[config.mk]
export PLATFORM = sky130hd
export DESIGN_NAME = iord_decoder
export DESIGN_NICKNAME = d
export VERILOG_FILES = /design/src/hdl/iord_pkg.sv /design/src/hdl/iord_decoder.sv /design/src/hdl/iord_regfile.sv
export VERILOG_INCLUDE_DIRS = /design/src /design/src/hdl
export SDC_FILE = /design/constraint.sdc
export NUM_CORES = 1
export LEC_CHECK = 0
export BUFFER_PORTS_ARGS = -buffer_cell sky130_fd_sc_hd__buf_4
export CORE_ASPECT_RATIO = 0.8
export CORE_MARGIN = 8
export CORE_UTILIZATION = 53
export CTS_BUF_LIST = sky130_fd_sc_hd__clkbuf_4 sky130_fd_sc_hd__clkbuf_8 sky130_fd_sc_hd__clkbuf_16
export CTS_CLUSTER_SIZE = 10
export DETAILED_ROUTE_END_ITERATION = 8
export PLACE_DENSITY = 0.76
export SETUP_SLACK_MARGIN = 0.05
export SYNTH_ARGS = -nofsm -noshare
export SYNTH_HDL_FRONTEND = slang
export SYNTH_HIERARCHICAL = 1
export SYNTH_SLANG_ARGS = --single-unit
[constraint.sdc]
create_clock -name clock -period 2 [get_ports clock]
set_input_delay 0.2 -clock clock [delete_from_list [all_inputs] [get_ports clock]]
set_output_delay 0.2 -clock clock [all_outputs]
set_load 0.01 [all_outputs]
[src/hdl/iord_defs.svh]
// iord_defs.svh: offsets, field positions and reset values for the io decoder
// assumes inclusion from the decoder and register file modules only
`ifndef IORD_DEFS_SVH
`define IORD_DEFS_SVH
`define IORD_CORE_SPAN 8'h40
`define IORD_CORE_BASE_RST 2'h0
`define IORD_PERI_BASE 8'he0
`define IORD_PERI_TOP 8'hef
`define IORD_ADDR_P1_DIR 8'he0
`define IORD_ADDR_P1_DATA 8'he1
`define IORD_ADDR_P2_DIR 8'he2
`define IORD_ADDR_P2_DATA 8'he3
`define IORD_ADDR_TMR0 8'he4
`define IORD_ADDR_TMR1 8'he5
`define IORD_ADDR_TMR2 8'he6
`define IORD_ADDR_TMR3 8'he7
`define IORD_ADDR_SER_CTRL 8'he8
`define IORD_ADDR_SER_DATA 8'he9
`define IORD_ADDR_RAM_UB 8'hea
`define IORD_ADDR_RAM_LB 8'heb
`define IORD_ADDR_ROM_UB 8'hec
`define IORD_ADDR_SYS_CFG 8'hed
`define IORD_ADDR_RSVD_EE 8'hee
`define IORD_ADDR_RSVD_EF 8'hef
`define IORD_REG_RST 8'h00
`define IORD_RELOC_LSB 6
`define IORD_RELOC_MSB 7
`endif

[src/hdl/iord_pkg.sv]
// iord_pkg.sv: types shared by the io register decoder
// assumes iord_defs.svh on the include path
package iord_pkg;
  typedef enum logic [4:0] {
    iord_sel_none,
    iord_sel_core,
    iord_sel_p1_dir,
    iord_sel_p1_data,
    iord_sel_p2_dir,
    iord_sel_p2_data,
    iord_sel_tmr0,
    iord_sel_tmr1,
    iord_sel_tmr2,
    iord_sel_tmr3,
    iord_sel_ser_ctrl,
    iord_sel_ser_data,
    iord_sel_ram_ub,
    iord_sel_ram_lb,
    iord_sel_rom_ub,
    iord_sel_sys_cfg,
    iord_sel_reserved
  } iord_sel_t;

  typedef struct packed {
    logic valid;
    logic write;
    logic [7:0] addr;
    logic [7:0] wdata;
  } iord_req_t;
endpackage : iord_pkg

[src/hdl/iord_decoder.sv]
// iord_decoder.sv: io address decoder for core and added peripheral registers
// assumes the core drives one io cycle per valid pulse, synchronous to clock
//
// Functional notes
// RULE_01 - core control block decodes at 00h-3Fh after reset
// RULE_02 - core block may be moved to 040h-07Fh or 080h-0BFh
// RULE_03 - core block base moves only in 64-address steps via core io control
// RULE_04 - software must never place core block at 0C0h, overlaps E0h group
// RULE_05 - fixed 16 addresses E0h-EFh hold added registers; EEh, EFh reserved
// RULE_06 - E0h first port direction, E1h first port data
// RULE_07 - E2h second port direction, E3h second port data
// RULE_08 - E4h to E7h select timer channel 0 to 3 control
// RULE_09 - E8h serial control, E9h serial data
// RULE_10 - EAh RAM upper bound, EBh RAM lower bound
// RULE_11 - ECh ROM boundary register
// RULE_12 - EDh system configuration register
// RULE_13 - software clears operation mode bit D7 at initialisation
// RULE_14 - software clears operation mode bit D5 at initialisation
// RULE_15 - all eight address lines decoded, no aliases
// RULE_16 - each added register is eight bits wide
// RULE_17 - at most one select per cycle, none for reserved or unmapped
`timescale 1ns/1ns
module iord_decoder
  import iord_pkg::*;
(
  // clock and reset
  input wire logic clock,
  input wire logic rst_n,
  // io cycle from the core
  input wire iord_req_t req,
  // core block relocation, written by the core io control register
  input wire logic core_reloc_wr,
  input wire logic [7:0] core_reloc_data,
  // selects
  output iord_sel_t sel,
  output logic core_sel,
  output logic [5:0] core_offset,
  output logic [1:0] core_base,
  // read answer
  output logic [7:0] rdata,
  output logic rdata_valid,
  // register contents for the peripherals
  output logic [7:0] port1_direction,
  output logic [7:0] port1_data,
  output logic [7:0] port2_direction,
  output logic [7:0] port2_data,
  output logic [7:0] system_config
);
`include "iord_defs.svh"

  // ----------------------------------------
  // decode function
  // ----------------------------------------
  function automatic iord_sel_t decode(input logic [7:0] a, input logic [1:0] base);
    iord_sel_t s;
    s = iord_sel_none;
    if (a[7:6] == base && base != 2'h3)                 // RULE_01 RULE_02
      s = iord_sel_core;
    else if (a == `IORD_ADDR_P1_DIR)                    // RULE_06 RULE_15
      s = iord_sel_p1_dir;
    else if (a == `IORD_ADDR_P1_DATA)                   // RULE_06
      s = iord_sel_p1_data;
    else if (a == `IORD_ADDR_P2_DIR)                    // RULE_07
      s = iord_sel_p2_dir;
    else if (a == `IORD_ADDR_P2_DATA)                   // RULE_07
      s = iord_sel_p2_data;
    else if (a == `IORD_ADDR_TMR0)                      // RULE_08
      s = iord_sel_tmr0;
    else if (a == `IORD_ADDR_TMR1)                      // RULE_08
      s = iord_sel_tmr1;
    else if (a == `IORD_ADDR_TMR2)                      // RULE_08
      s = iord_sel_tmr2;
    else if (a == `IORD_ADDR_TMR3)                      // RULE_08
      s = iord_sel_tmr3;
    else if (a == `IORD_ADDR_SER_CTRL)                  // RULE_09
      s = iord_sel_ser_ctrl;
    else if (a == `IORD_ADDR_SER_DATA)                  // RULE_09
      s = iord_sel_ser_data;
    else if (a == `IORD_ADDR_RAM_UB)                    // RULE_10
      s = iord_sel_ram_ub;
    else if (a == `IORD_ADDR_RAM_LB)                    // RULE_10
      s = iord_sel_ram_lb;
    else if (a == `IORD_ADDR_ROM_UB)                    // RULE_11
      s = iord_sel_rom_ub;
    else if (a == `IORD_ADDR_SYS_CFG)                   // RULE_12
      s = iord_sel_sys_cfg;
    else if (a == `IORD_ADDR_RSVD_EE || a == `IORD_ADDR_RSVD_EF) // RULE_05
      s = iord_sel_reserved;
    return s;
  endfunction : decode

  // ----------------------------------------
  // core block base
  // ----------------------------------------
  // base 3 would collide with the added group; it is stored but never decoded
  always_ff @(posedge clock)
  begin
    if (!rst_n)
      core_base <= `IORD_CORE_BASE_RST;                 // RULE_01
    else if (core_reloc_wr)
      core_base <= core_reloc_data[`IORD_RELOC_MSB:`IORD_RELOC_LSB]; // RULE_03 RULE_04
  end

  // ----------------------------------------
  // decode and selects
  // ----------------------------------------
  iord_sel_t cur_sel;
  logic [3:0] reg_index;
  logic peri_hit;

  always_comb
  begin
    cur_sel = req.valid ? decode(req.addr, core_base) : iord_sel_none;
    peri_hit = cur_sel != iord_sel_none && cur_sel != iord_sel_core
               && cur_sel != iord_sel_reserved;          // RULE_17
    reg_index = req.addr[3:0];
  end

  always_ff @(posedge clock)
  begin
    if (!rst_n)
    begin
      sel <= iord_sel_none;
      core_sel <= 1'b0;
      core_offset <= 6'h00;
    end
    else
    begin
      sel <= cur_sel;                                   // RULE_17
      core_sel <= cur_sel == iord_sel_core;
      core_offset <= req.addr[5:0];
    end
  end

  // ----------------------------------------
  // register storage
  // ----------------------------------------
  logic [7:0] mem_rdata;

  iord_regfile #(
    .DEPTH(14),
    .WIDTH(8)                                           // RULE_16
  ) u_regs (
    .clock(clock),
    .rst_n(rst_n),
    .wr_en(peri_hit && req.write),
    .index(reg_index),
    .wdata(req.wdata),
    .rdata(mem_rdata)
  );

  // ----------------------------------------
  // mirror copies for peripheral steering
  // ----------------------------------------
  // one flop group per steered register, so each load stays local to its peripheral
  logic mirror_wr;

  assign mirror_wr = req.valid && req.write;

  always_ff @(posedge clock)
  begin
    if (!rst_n)
      port1_direction <= `IORD_REG_RST;
    else if (mirror_wr && cur_sel == iord_sel_p1_dir)   // RULE_06
      port1_direction <= req.wdata;
  end

  always_ff @(posedge clock)
  begin
    if (!rst_n)
      port1_data <= `IORD_REG_RST;
    else if (mirror_wr && cur_sel == iord_sel_p1_data)  // RULE_06
      port1_data <= req.wdata;
  end

  always_ff @(posedge clock)
  begin
    if (!rst_n)
      port2_direction <= `IORD_REG_RST;
    else if (mirror_wr && cur_sel == iord_sel_p2_dir)   // RULE_07
      port2_direction <= req.wdata;
  end

  always_ff @(posedge clock)
  begin
    if (!rst_n)
      port2_data <= `IORD_REG_RST;
    else if (mirror_wr && cur_sel == iord_sel_p2_data)  // RULE_07
      port2_data <= req.wdata;
  end

  always_ff @(posedge clock)
  begin
    if (!rst_n)
      system_config <= `IORD_REG_RST;
    else if (mirror_wr && cur_sel == iord_sel_sys_cfg)  // RULE_12
      system_config <= req.wdata;
  end

  // ----------------------------------------
  // read answer
  // ----------------------------------------
  // reserved and unmapped reads give zero and no valid flag
  logic rd_hit;

  always_ff @(posedge clock)
  begin
    if (!rst_n)
      rd_hit <= 1'b0;
    else
      rd_hit <= peri_hit && !req.write;                 // RULE_17
  end

  always_comb
  begin
    rdata_valid = rd_hit;
    rdata = rd_hit ? mem_rdata : 8'h00;
  end
endmodule : iord_decoder

[src/hdl/iord_regfile.sv]
// iord_regfile.sv: fourteen 8-bit peripheral registers, registered read data
// assumes one write or read per cycle, index already decoded
`timescale 1ns/1ns
module iord_regfile
  import iord_pkg::*;
#(
  parameter int DEPTH = 14,
  parameter int WIDTH = 8
)
(
  // clock and reset
  input wire logic clock,
  input wire logic rst_n,
  // access
  input wire logic wr_en,
  input wire logic [3:0] index,
  input wire logic [WIDTH-1:0] wdata,
  output logic [WIDTH-1:0] rdata
);
`include "iord_defs.svh"
  // index is four bits wide, so more than 16 words cannot be reached
  if (DEPTH > 16 || DEPTH < 1 || WIDTH != 8)
  begin : g_bad_param
    $error("iord_regfile: unsupported depth or width");
  end

  logic [WIDTH-1:0] mem [DEPTH];

  genvar g;
  generate
    for (g = 0; g < DEPTH; g++)
    begin : g_word
      always_ff @(posedge clock)
      begin
        if (!rst_n)
          mem[g] <= `IORD_REG_RST;
        else if (wr_en && index == 4'(g))
          mem[g] <= wdata;
      end
    end
  endgenerate

  always_ff @(posedge clock)
  begin
    if (!rst_n)
      rdata <= `IORD_REG_RST;
    else if (32'(index) < DEPTH)
      rdata <= mem[index];
    else
      rdata <= `IORD_REG_RST;
  end
endmodule : iord_regfile

# After elaboration in Yosys (flattened, before gate mapping)
# Memories as Yosys holds them, arrays and structs flattened. A register that Yosys moved wholly into a read port is not among the register bits.
# Index checks and enable logic that the tools add are counted.
[totals] regBits=55 n_memories=1 latch_bits=0 word_cells=171 mem_bits_rw=112 romBits=0 out_inout_bits=63
[classes] order_cmp=1 n_reduce_logical=31 div=0 n_eq_ne=39 bitwise=14 mul=0 shift=0 addsub=0 mux=75
[memory_table] name="u_regs.mem" words=14 width=8 read_ports=1 rd_clocked_by_memory_dff=1 wr=14 line="iord_regfile.sv:27" source="logic [WIDTH-1:0] mem [DEPTH];"
[ops] cell="8-bit == test (second input constant)" count=16
[ops] cell="8-bit 2-to-1 mux" count=15
[ops] cell="5-bit 2-to-1 mux" count=17
[ops] cell="1-bit 2-to-1 mux" count=43
[ops] cell="1-bit logical AND" count=25
[ops] cell="4-bit == test (second input constant)" count=6
[ops] cell="4-bit by 3-bit == test with 1-bit output (second input constant)" count=4
[ops] cell="1-bit OR" count=14
[ops] cell="5-bit by 2-bit == test with 1-bit output (second input constant)" count=2
[ops] cell="5-bit by 3-bit == test with 1-bit output (second input constant)" count=2
[ops] cell="4-bit by 2-bit == test with 1-bit output (second input constant)" count=2
[ops] cell="5-bit by 1-bit == test with 1-bit output (second input constant)" count=1
[ops] cell="5-bit by 4-bit == test with 1-bit output (second input constant)" count=1
[ops] cell="5-bit by 1-bit != test with 1-bit output (second input constant)" count=1
[ops] cell="5-bit != test (second input constant)" count=1
[ops] cell="5-bit nonzero test" count=1
[ops] cell="4-bit by 1-bit == test with 1-bit output (second input constant)" count=1
[ops] cell="4-bit logical NOT" count=1
[ops] cell="4-bit < comparator (second input constant)" count=1
[ops] cell="2-bit == test" count=1
[ops] cell="1-bit logical NOT" count=2
[ops] cell="2-bit != test (second input constant)" count=1
[ops] cell="2-bit AND reduction" count=1
[ops] cell="1-bit logical OR" count=1

# Logic depth before layout (Yosys ltp)
# Gate-level depths: netlist (run 1).
[logic_depth] depth_word=28 mapped_depth=7 mapped_depth_nobuf=5

# Cells and area by module
# The synthesis (run 1) kept the hierarchy.
[modules_own_cells] module="iord_regfile" area_per_inst_um2=5635.4 n_inst=1 cells_per_inst=386 seq_area_each_um2=3523.4
[modules_own_cells] module="iord_decoder" area_per_inst_um2=2115.8 n_inst=1 cells_per_inst=203 seq_area_each_um2=1101.1

# Least setup slack after synthesis (run 1)
# No wires, ideal clock.
[synth_path] kind="input port to flip-flop" start="input req[12] in the netlist's numbering" end="memory u_regs.mem[8][0], enable pin" setup_time_ps=374 required_time_ps=1626 t_arrival_ps=1771 n_path_buf=2 slack_ps=-145 path_stages=6 path_cell_list="and4b_1 -> buf_4 -> and4_1 -> or3b_1 -> buf_2 -> o21ai_1"
[synth_rtl] item="start, declared" line="iord_decoder.sv:30" source="input wire iord_req_t req,"
[synth_rtl] item="end, declared" line="iord_regfile.sv:27"

==> impl_metrics.csv, run 1 <==
group,metric,value,unit
placed_design,dpl.hpwl,12.8,mm
finish,fill_cells,1042,
logic_synthesis,synth_top_family_by_area,"simple AND/OR/NAND/NOR gates",
logic_synthesis,syn_area,7750,µm²
global_routing,grt-ovfl-total,0,
floorplanning,pin_count,92,
pwr,leakagePower,0.00373,µW
logic_synthesis,ys_ff_latch,175,
timing,fin_setup_tns,0,ps
clocking,clock-sinks,175,
job,maxCapViolCount,0,
floorplanning,die_height,124,µm
placed_design,gp_congestion,0.803,
hold_path,hold_path.class,"in2reg",
timing,report.final.setup_viol,0,
global_routing,grt_pass1_wl,28.3,mm
logic_synthesis,ys_async_sr_fraction,0,%
hold_path,hold_path_depth,3,
critical_path,worst_ep_required_time,2100,ps
logic_synthesis,syn_nets,618,
timing,relSlewSlack,67.6,%
logic_synthesis,yosys.area.top_type_share,43.4,%
finish,drive_above_1_share,27.8,%
clocking,post_cts_buffers,0,
critical_path,cp_cell_sequence,"dlygate4sd3_1, buf_4, and4_1, or3b_1, buf_4, o21ai_4",
critical_path,start_kind,"input pin",
run_status,status,"completed",
detailed_routing,drtAntennaViolNets,0,
detailed_routing,drt_first_pass_iters,6,
critical_path,slowest_stage,"dlygate4sd3_1",
global_routing,antenna_found_initial,1,
placed_design,numPortBuffers,85,
floorplanning,core,14300,µm²
detailed_routing,viasPerCell,5.56,
pwr,power_density,836,nW/µm²
timing,max_freq,0.525,GHz
critical_path,critical_path_class,"in2reg",
detailed_routing,initialDrtViolationCount,424,
logic_synthesis,yosysTopAreaCell,"edfxtp_1",
global_routing,grt_pass1_vias,5133,
logic_synthesis,syn_avg_cell_area,13.2,µm²
finish,layout_common_cells,"and2_1, buf_4, edfxtp_1, dfxtp_1, nand2_1",
clocking,cts_resized,0,
critical_path,crit_buf_inv,3,
timing,skew,7.80,ps
critical_path,cpPeakStageDelay,540,ps
pwr,peakVddDrop,0.000597,V
detailed_routing,drc_errors,0,
logic_synthesis,ys.warnings.count,6,
detailed_routing,wl,18.4,mm
critical_path,r2r.worst_path.cells,4,
logic_synthesis,synthTopCellsByArea,"edfxtp_1, dfxtp_1, and2_1",
floorplanning,die-area,18800,µm²
critical_path,cpMostUsedCell,"buf_4",
clocking,h-tree-depth,4,
critical_path,path_depth,6,
critical_path,cp_max_fo,8,
logic_synthesis,synth-adder-area-share,0,%
timing,period_share,95.2,%
clocking,clock_path_buffers,2,
logic_synthesis,synth-xor-area-share,0.339,%
clocking,cts-root-buf,"clkbuf_16",
floorplanning,start_util,54.2,%
logic_synthesis,syn_inst,589,
clocking,clk_pin_slew,60,ps
global_routing,grt_util_all_layers,20.3,%
logic_synthesis,muxShareOfSynthArea,14.4,%
floorplanning,die_x,151,µm
timing,hold_viol_final,0,
logic_synthesis,synth_compound_area_share,1.74,%
clocking,cts_buffers,17,
critical_path,end_kind,"flop",
clocking,clock_latency,430,ps
clocking,cts_tree,"done",
finish,fin_nets,723,
logic_synthesis,synth-simple-area-share,20.3,%
detailed_routing,vias,4950,
timing,period_needed,1900,ps
critical_path,critPathTopFamily,"buffers and inverters",
logic_synthesis,synth_ff_type,"edfxtp_1",
finish,area_growth_syn_to_layout,19.2,%
pwr,p_total,7730,µW
finish,layout_commonest_cell,"and2_1",
timing,worst_pin_slew,486,ps
detailed_routing,avgRoutedWirePerCell,20.7,µm
global_routing,grt_max_degree,50,
floorplanning,placementRows,39,
logic_synthesis,synthDistinctLibCells,46,
timing,rsz0062_at_grt,"no",
critical_path,cp_data_arrival_time,2000,ps
timing,slew_violations,0,
logic_synthesis,synth_edf_count,112,
logic_synthesis,yosysSeqAreaShare,59.7,%
==> final timing paths <==
| kind | slack, ps | from | end |
|---|---|---|---|
| max | 100 | req[16] | u_regs/mem[4][3]$_SDFFCE_PN0P_ |
| min | 60 | core_reloc_data[6] | core_base[0]$_SDFFE_PN0P_ |
| max reg2reg | 450 | u_regs/mem[10][3]$_SDFFCE_PN0P_ | u_regs/rdata[3]$_SDFF_PN0_ |
| min reg2reg | 460 | port2_data[5]$_SDFFE_PN0P_ | port2_data[5]$_SDFFE_PN0P_ |
==> repair_timing <==
item,CTS,global route
endpoints found under the setup margin,0,9
hold endpoints to repair,3,0
hold buffers,3,0
==> synthesized netlist by cell type (all sizes together), types with 5 or more instances <==
cell type,count
mux2,14
mux2i,48
nand2b,6
mux4,20
dfxtp,63
buf,13
edfxtp,112
nand4,9
nand3,24
and2,127
nor2b,5
nand2,59
nor2,25
o21ai,19
clkbuf,21
==> sequential cells by signal (all words and copies together), names as in the netlist <==
signal and flops:
core_base 2, rdata_valid 1, u_regs/mem 112, u_regs/rdata 8, port2_data 8, port1_data 8, core_sel 1, system_config 8
core_offset 6, port2_direction 8, sel 5, port1_direction 8
==> layout make-up <==
class	count	area [µm²]	share of cell area, %
clock inverter	8	80.1	0.867
multi-input combinational	380	2890	31.3
sequential	175	4620	50.1
clock buffer	23	489	5.30
tap	184	230	2.49
antenna	1	2.50	0.0271
timing repair buffer	120	921	9.97
==> per-layer routing <==
metal | wire length, µm | global-route usage (%) | up-vias
met5 | 13 | 0 | -
met4 | 323 | 7.40 | 2
met3 | 1100 | 5.37 | 26
met2 | 9190 | 32.1 | 138
met1 | 7810 | 26.6 | 2480
li1 | - | - | 2304
==> logic make-up (layout without fill, tap and decap cells) <==
group                  after synthesis  in the layout
flip-flops                         175            175
buffers and inverters               34            151
other                                0              1
XOR/XNOR                             3              3
AO/OA/AOI/OAI                       26             26
multiplexers                        82             82
AND/OR/NAND/NOR                    269            269
==> per-stage QoR <==
step                      setup WS (ps)  hold WS [ps]  utilization (%)  cell area (µm²)  instances
after floorplan                   -29.0           276                -             7800        589
after global placement            -88.1           417             60.4             8640        856
after detailed placement          -73.4           417             60.4             8640        856
after CTS                          85.4          38.8             64.6             9240        890
after global routing               51.7          48.6             64.6             9240        890
final                              95.4          56.8             64.6             9240        891
==> power by group <==
part / switching [µW] / internal (µW) / total (µW) / leakage, µW
logic: 316 / 220 / 536 / 0.00187
registers: 43.8 / 3970 / 4020 / 0.00157
clock network: 1320 / 1850 / 3170 / 0.000289
total: 1680 / 6050 / 7730 / 0.00373
==> worst reg2reg max path, cell delays in order (launching register included) <==
cell and delay, ps:
edfxtp_1 370, mux2_1 320, mux4_2 500, nand4_1 120, nand3_1 110
No activity file was read; power rests on OpenSTA's default activity.
==> run 2: changes to the inputs <==
Settings changed: CORE_MARGIN 8 to 1.5.
==> run 2 against run 1 <==
Sequential cell count unchanged. Wire length down 4.5%. First-iteration DRC count fell by 18%. Die area shrank 18%. Critical path type unchanged. Via count rose by 0.30%.
==> impl_metrics.csv, run 2 (synthesis results as in run 1) <==
group,metric,value,unit
run_status,status,"completed",
timing,rsz0062_at_grt,"no",
critical_path,end_kind,"flop",
finish,multi_input_area,2890,µm²
critical_path,worst_ep_required_time,2100,ps
global_routing,met2_usage,37.6,%
floorplanning,core,14300,µm²
floorplanning,placementRows,39,
timing,fin_ws,80.7,ps
timing,report.final.setup_viol,0,
timing,skew,6.72,ps
timing,period_share,96.0,%
global_routing,grt_util_all_layers,23.8,%
clocking,clk_pin_slew,60,ps
placed_design,numPortBuffers,85,
finish,largest_reg_flops,112,
pwr,power_density,841,nW/µm²
detailed_routing,vias,4965,
detailed_routing,initialDrtViolationCount,348,
finish,final_area,9260,µm²
detailed_routing,avgRoutedWirePerCell,19.8,µm
clocking,clock_latency,420,ps
critical_path,critical_path_class,"in2reg",
global_routing,grt_pass1_wl,27.4,mm
clocking,clock-sinks,175,
global_routing,grtUsageMet1,32.8,%
detailed_routing,drt_first_pass_iters,6,
detailed_routing,drc_errors,0,
global_routing,met3_usage,5.57,%
finish,seq_area,4620,µm²
clocking,cts-root-buf,"clkbuf_16",
global_routing,grt-ovfl-total,0,
timing,max_freq,0.521,GHz
global_routing,top_usage_layer,"met2",
placed_design,gp_congestion,0.821,
finish,layout_commonest_cell,"and2_1",
critical_path,rrSetupSlack,440,ps
detailed_routing,wl,17.6,mm
clocking,h-tree-depth,4,
placed_design,detailedPlace.worstSlack,-84.8,ps
finish,top_register,"u_regs/mem",
floorplanning,start_util,54.2,%
global_routing,grt_pass1_vias,4933,
floorplanning,die_x,138,µm
finish,area_growth_syn_to_layout,19.5,%
finish,antennaDiodeCount,0,
finish,fin_util,64.8,%
timing,relSlewSlack,65.4,%
floorplanning,die_height,111,µm
pwr,peakVddDrop,0.000767,V
global_routing,grt_max_degree,48,
placed_design,dpl.hpwl,12.0,mm
floorplanning,pin_count,92,
pwr,leakagePower,0.00373,µW
critical_path,cp_max_fo,8,
timing,period_needed,1920,ps
job,maxCapViolCount,0,
finish,layout_common_cells,"and2_1, edfxtp_1, buf_4, dfxtp_1, nand2_1",
finish,fin_nets,719,
clocking,clock_path_buffers,2,
critical_path,cp_data_arrival_time,2020,ps
timing,slew_violations,0,
clocking,post_cts_buffers,0,
clocking,cts_buffers,17,
clocking,cts_tree,"done",
floorplanning,die-area,15400,µm²
detailed_routing,viasPerCell,5.60,
finish,drive_above_1_share,27.6,%
timing,worst_pin_slew,514,ps
placed_design,place_area,8630,µm²
global_routing,antenna_found_initial,0,
hold_path,hold_path.class,"in2reg",
timing,hold_viol_final,0,
detailed_routing,drtAntennaViolNets,0,
critical_path,start_kind,"input pin",
finish,fill_cells,1053,
-- run 2: critical path, cell delays in order --
cell,delay [ps]
dlygate4sd3_1,530
buf_4,120
and4_2,280
or3b_1,360
buf_4,220
o21ai_4,300
-- run 2: worst paths after layout --
path	startpoint	endpoint	cells past startpoint
hold reg to reg	port2_data[7]$_SDFFE_PN0P_	port2_data[7]$_SDFFE_PN0P_	2
hold / removal	core_reloc_data[6]	core_base[0]$_SDFFE_PN0P_	3
setup / recovery	req[16]	u_regs/mem[0][3]$_SDFFCE_PN0P_	6
setup reg to reg	u_regs/mem[11][3]$_SDFFCE_PN0P_	u_regs/rdata[3]$_SDFF_PN0_	4
-- run 2: stage by stage --
stage               TNS [ps]  power, µW  cells  hold slack, ps
floorplan               -464       4420    589             276
global placement       -1330       4600    852             418
detailed placement     -2200       4620    852             418
CTS                        0       7840    887            25.2
global route               0       8050    887            51.6
finish                     0       7790    887            33.7
-- run 2: per-layer routing --
metal / vias up / part of all wire (%)
li1: 2300 / -
met1: 2475 / 44
met2: 172 / 48
met3: 18 / 6.1
met4: 0 / 1.4
met5: - / 0
-- run 2: layout make-up --
type,count,area share (%)
Tap cell,184,2.49
Timing Repair Buffer,116,9.89
Sequential cell,175,49.9
Clock inverter,9,0.716
Multi-Input combinational cell,380,31.2
Clock buffer,23,5.72
-- run 2: repair_timing --
| action | 4_1_cts | 5_1_grt |
|---|---|---|
| endpoints found under the setup margin | 0 | 8 |
| hold endpoints to repair | 3 | 0 |
| hold buffers | 3 | 0 |
| gates resized for setup | 0 | 1 |
-- run 2: report_power, final --
part	switching (µW)	leakage, µW	total (µW)	internal [µW]
combinational	315	0.00186	536	222
sequential	42.8	0.00157	4020	3970
clock	1350	0.000297	3240	1880
total	1710	0.00373	7790	6080
==> run 3: changes to the inputs <==
Settings changed: SETUP_SLACK_MARGIN 0.05 to 0.1.
==> run 3 against run 2 <==
Wire length up 0.83%. Core utilization up 0.17 points. Sequential power is essentially flat. Combinational power about the same. Maximum frequency increased by 3.8%. Non-clock buffer count increased by 4. Register-to-register slack is essentially flat. Critical path depth stayed put. Power increased by 1.0%. Largest power group unchanged.
==> impl_metrics.csv, run 3 (synthesis results as in run 1) <==
group,metric,value,unit
placed_design,gp_congestion,0.847,
pwr,power_density,848,nW/µm²
critical_path,cp_max_fo,8,
placed_design,dpl.hpwl,12.2,mm
timing,period_share,92.4,%
global_routing,antenna_found_initial,0,
floorplanning,die_height,111,µm
critical_path,end_kind,"flop",
timing,relSlewSlack,69.9,%
clocking,clock_path_buffers,2,
floorplanning,die-area,15400,µm²
clocking,clock-sinks,175,
floorplanning,pin_count,92,
finish,largest_reg_flops,112,
global_routing,grt_pass1_vias,4915,
detailed_routing,wl,17.7,mm
clocking,cts-root-buf,"clkbuf_16",
clocking,h-tree-depth,4,
clocking,clock_latency,420,ps
finish,layout_common_cells,"and2_1, buf_4, edfxtp_1, dfxtp_1, nand2_1",
timing,period_needed,1850,ps
critical_path,worst_ep_required_time,2100,ps
hold_path,hold_path.class,"in2reg",
floorplanning,start_util,54.2,%
detailed_routing,drt_first_pass_iters,5,
placed_design,place_area,8620,µm²
clocking,cts_tree,"done",
detailed_routing,viasPerCell,5.67,
run_status,status,"completed",
timing,report.final.setup_viol,0,
critical_path,cp_data_arrival_time,1950,ps
timing,worst_pin_slew,452,ps
finish,antennaDiodeCount,0,
detailed_routing,avgRoutedWirePerCell,19.9,µm
pwr,p_total,7870,µW
global_routing,grt_pass1_wl,27.8,mm
detailed_routing,drc_errors,0,
global_routing,grt-ovfl-total,0,
critical_path,start_kind,"input pin",
pwr,leakagePower,0.00375,µW
timing,slew_violations,0,
floorplanning,core,14300,µm²
clocking,clk_pin_slew,60,ps
detailed_routing,drtAntennaViolNets,0,
finish,top_register,"u_regs/mem",
timing,hold_viol_final,0,
job,maxCapViolCount,0,
finish,final_area,9280,µm²
floorplanning,die_x,138,µm
finish,fin_nets,723,
critical_path,rrSetupSlack,440,ps
clocking,cts_buffers,17,
critical_path,critical_path_class,"in2reg",
finish,drive_above_1_share,28.0,%
finish,layout_commonest_cell,"and2_1",
placed_design,numPortBuffers,85,
detailed_routing,vias,5056,
pwr,peakVddDrop,0.000609,V
floorplanning,placementRows,39,
timing,max_freq,0.541,GHz
detailed_routing,initialDrtViolationCount,414,
global_routing,grt_max_degree,43,
global_routing,grt_util_all_layers,24.2,%
finish,area_growth_syn_to_layout,19.8,%
timing,rsz0062_at_grt,"no",
timing,skew,7.25,ps
==> run 3: metal layers <==
metal,GRT usage (%),share of wire (%),vias to the layer above,wire [µm]
met2,37.8,48,201,8450
met3,5.79,7.4,15,1320
met4,6.67,0.86,0,153
met5,0,0,-,0
met1,34.0,44,2527,7830
li1,-,-,2313,-
==> run 3: per-stage QoR <==
step | utilization [%] | worst slack [ps] | hold slack, ps | TNS, ps | cells
2_1_floorplan | - | -18.2 | 276 | -291 | 589
3_3_place_gp | 60.3 | -16.7 | 397 | -191 | 855
3_5_place_dp | 60.3 | -36.1 | 402 | -613 | 855
4_1_cts | 64.8 | 153 | 34.1 | 0 | 890
5_1_grt | 64.9 | 104 | 43.2 | 0 | 891
6_report | 64.9 | 151 | 50.6 | 0 | 891
==> run 3: critical path, cell delays in order <==
cell           delay [ps]
dlygate4sd3_1         530
buf_4                 120
and4_4                250
or3b_1                380
buf_4                 180
o21ai_4               280
==> run 3: power breakdown <==
group          total [µW]  internal (µW)  switching (µW)
registers            4020           3970            45.0
logic                 535            221             315
clock network        3320           1910            1410
total                7870           6100            1770
==> run 3: layout make-up <==
cell class / instances / area [µm²]
clock buffer: 21 / 526
sequential: 175 / 4620
multi-input combinational: 380 / 2900
fill: 1010 / 5010
tap: 184 / 230
clock inverter: 11 / 82.6
timing repair buffer: 120 / 921
==> run 3: what timing repair did <==
action,CTS,global route
hold endpoints to repair,3,0
hold buffers,3,0
buffers inserted,0,1
resized for setup,0,1
setup endpoints to repair,0,12
==> run 3: worst paths after layout <==
| path | cells after the start | from | end |
|---|---|---|---|
| worst max-delay path | 6 | req[16] | u_regs/mem[4][0]$_SDFFCE_PN0P_ |
| worst min-delay path | 3 | core_reloc_data[6] | core_base[0]$_SDFFE_PN0P_ |
| worst max register to register | 4 | u_regs/mem[10][3]$_SDFFCE_PN0P_ | u_regs/rdata[3]$_SDFF_PN0_ |
| worst min register to register | 2 | port2_data[0]$_SDFFE_PN0P_ | port2_data[0]$_SDFFE_PN0P_ |
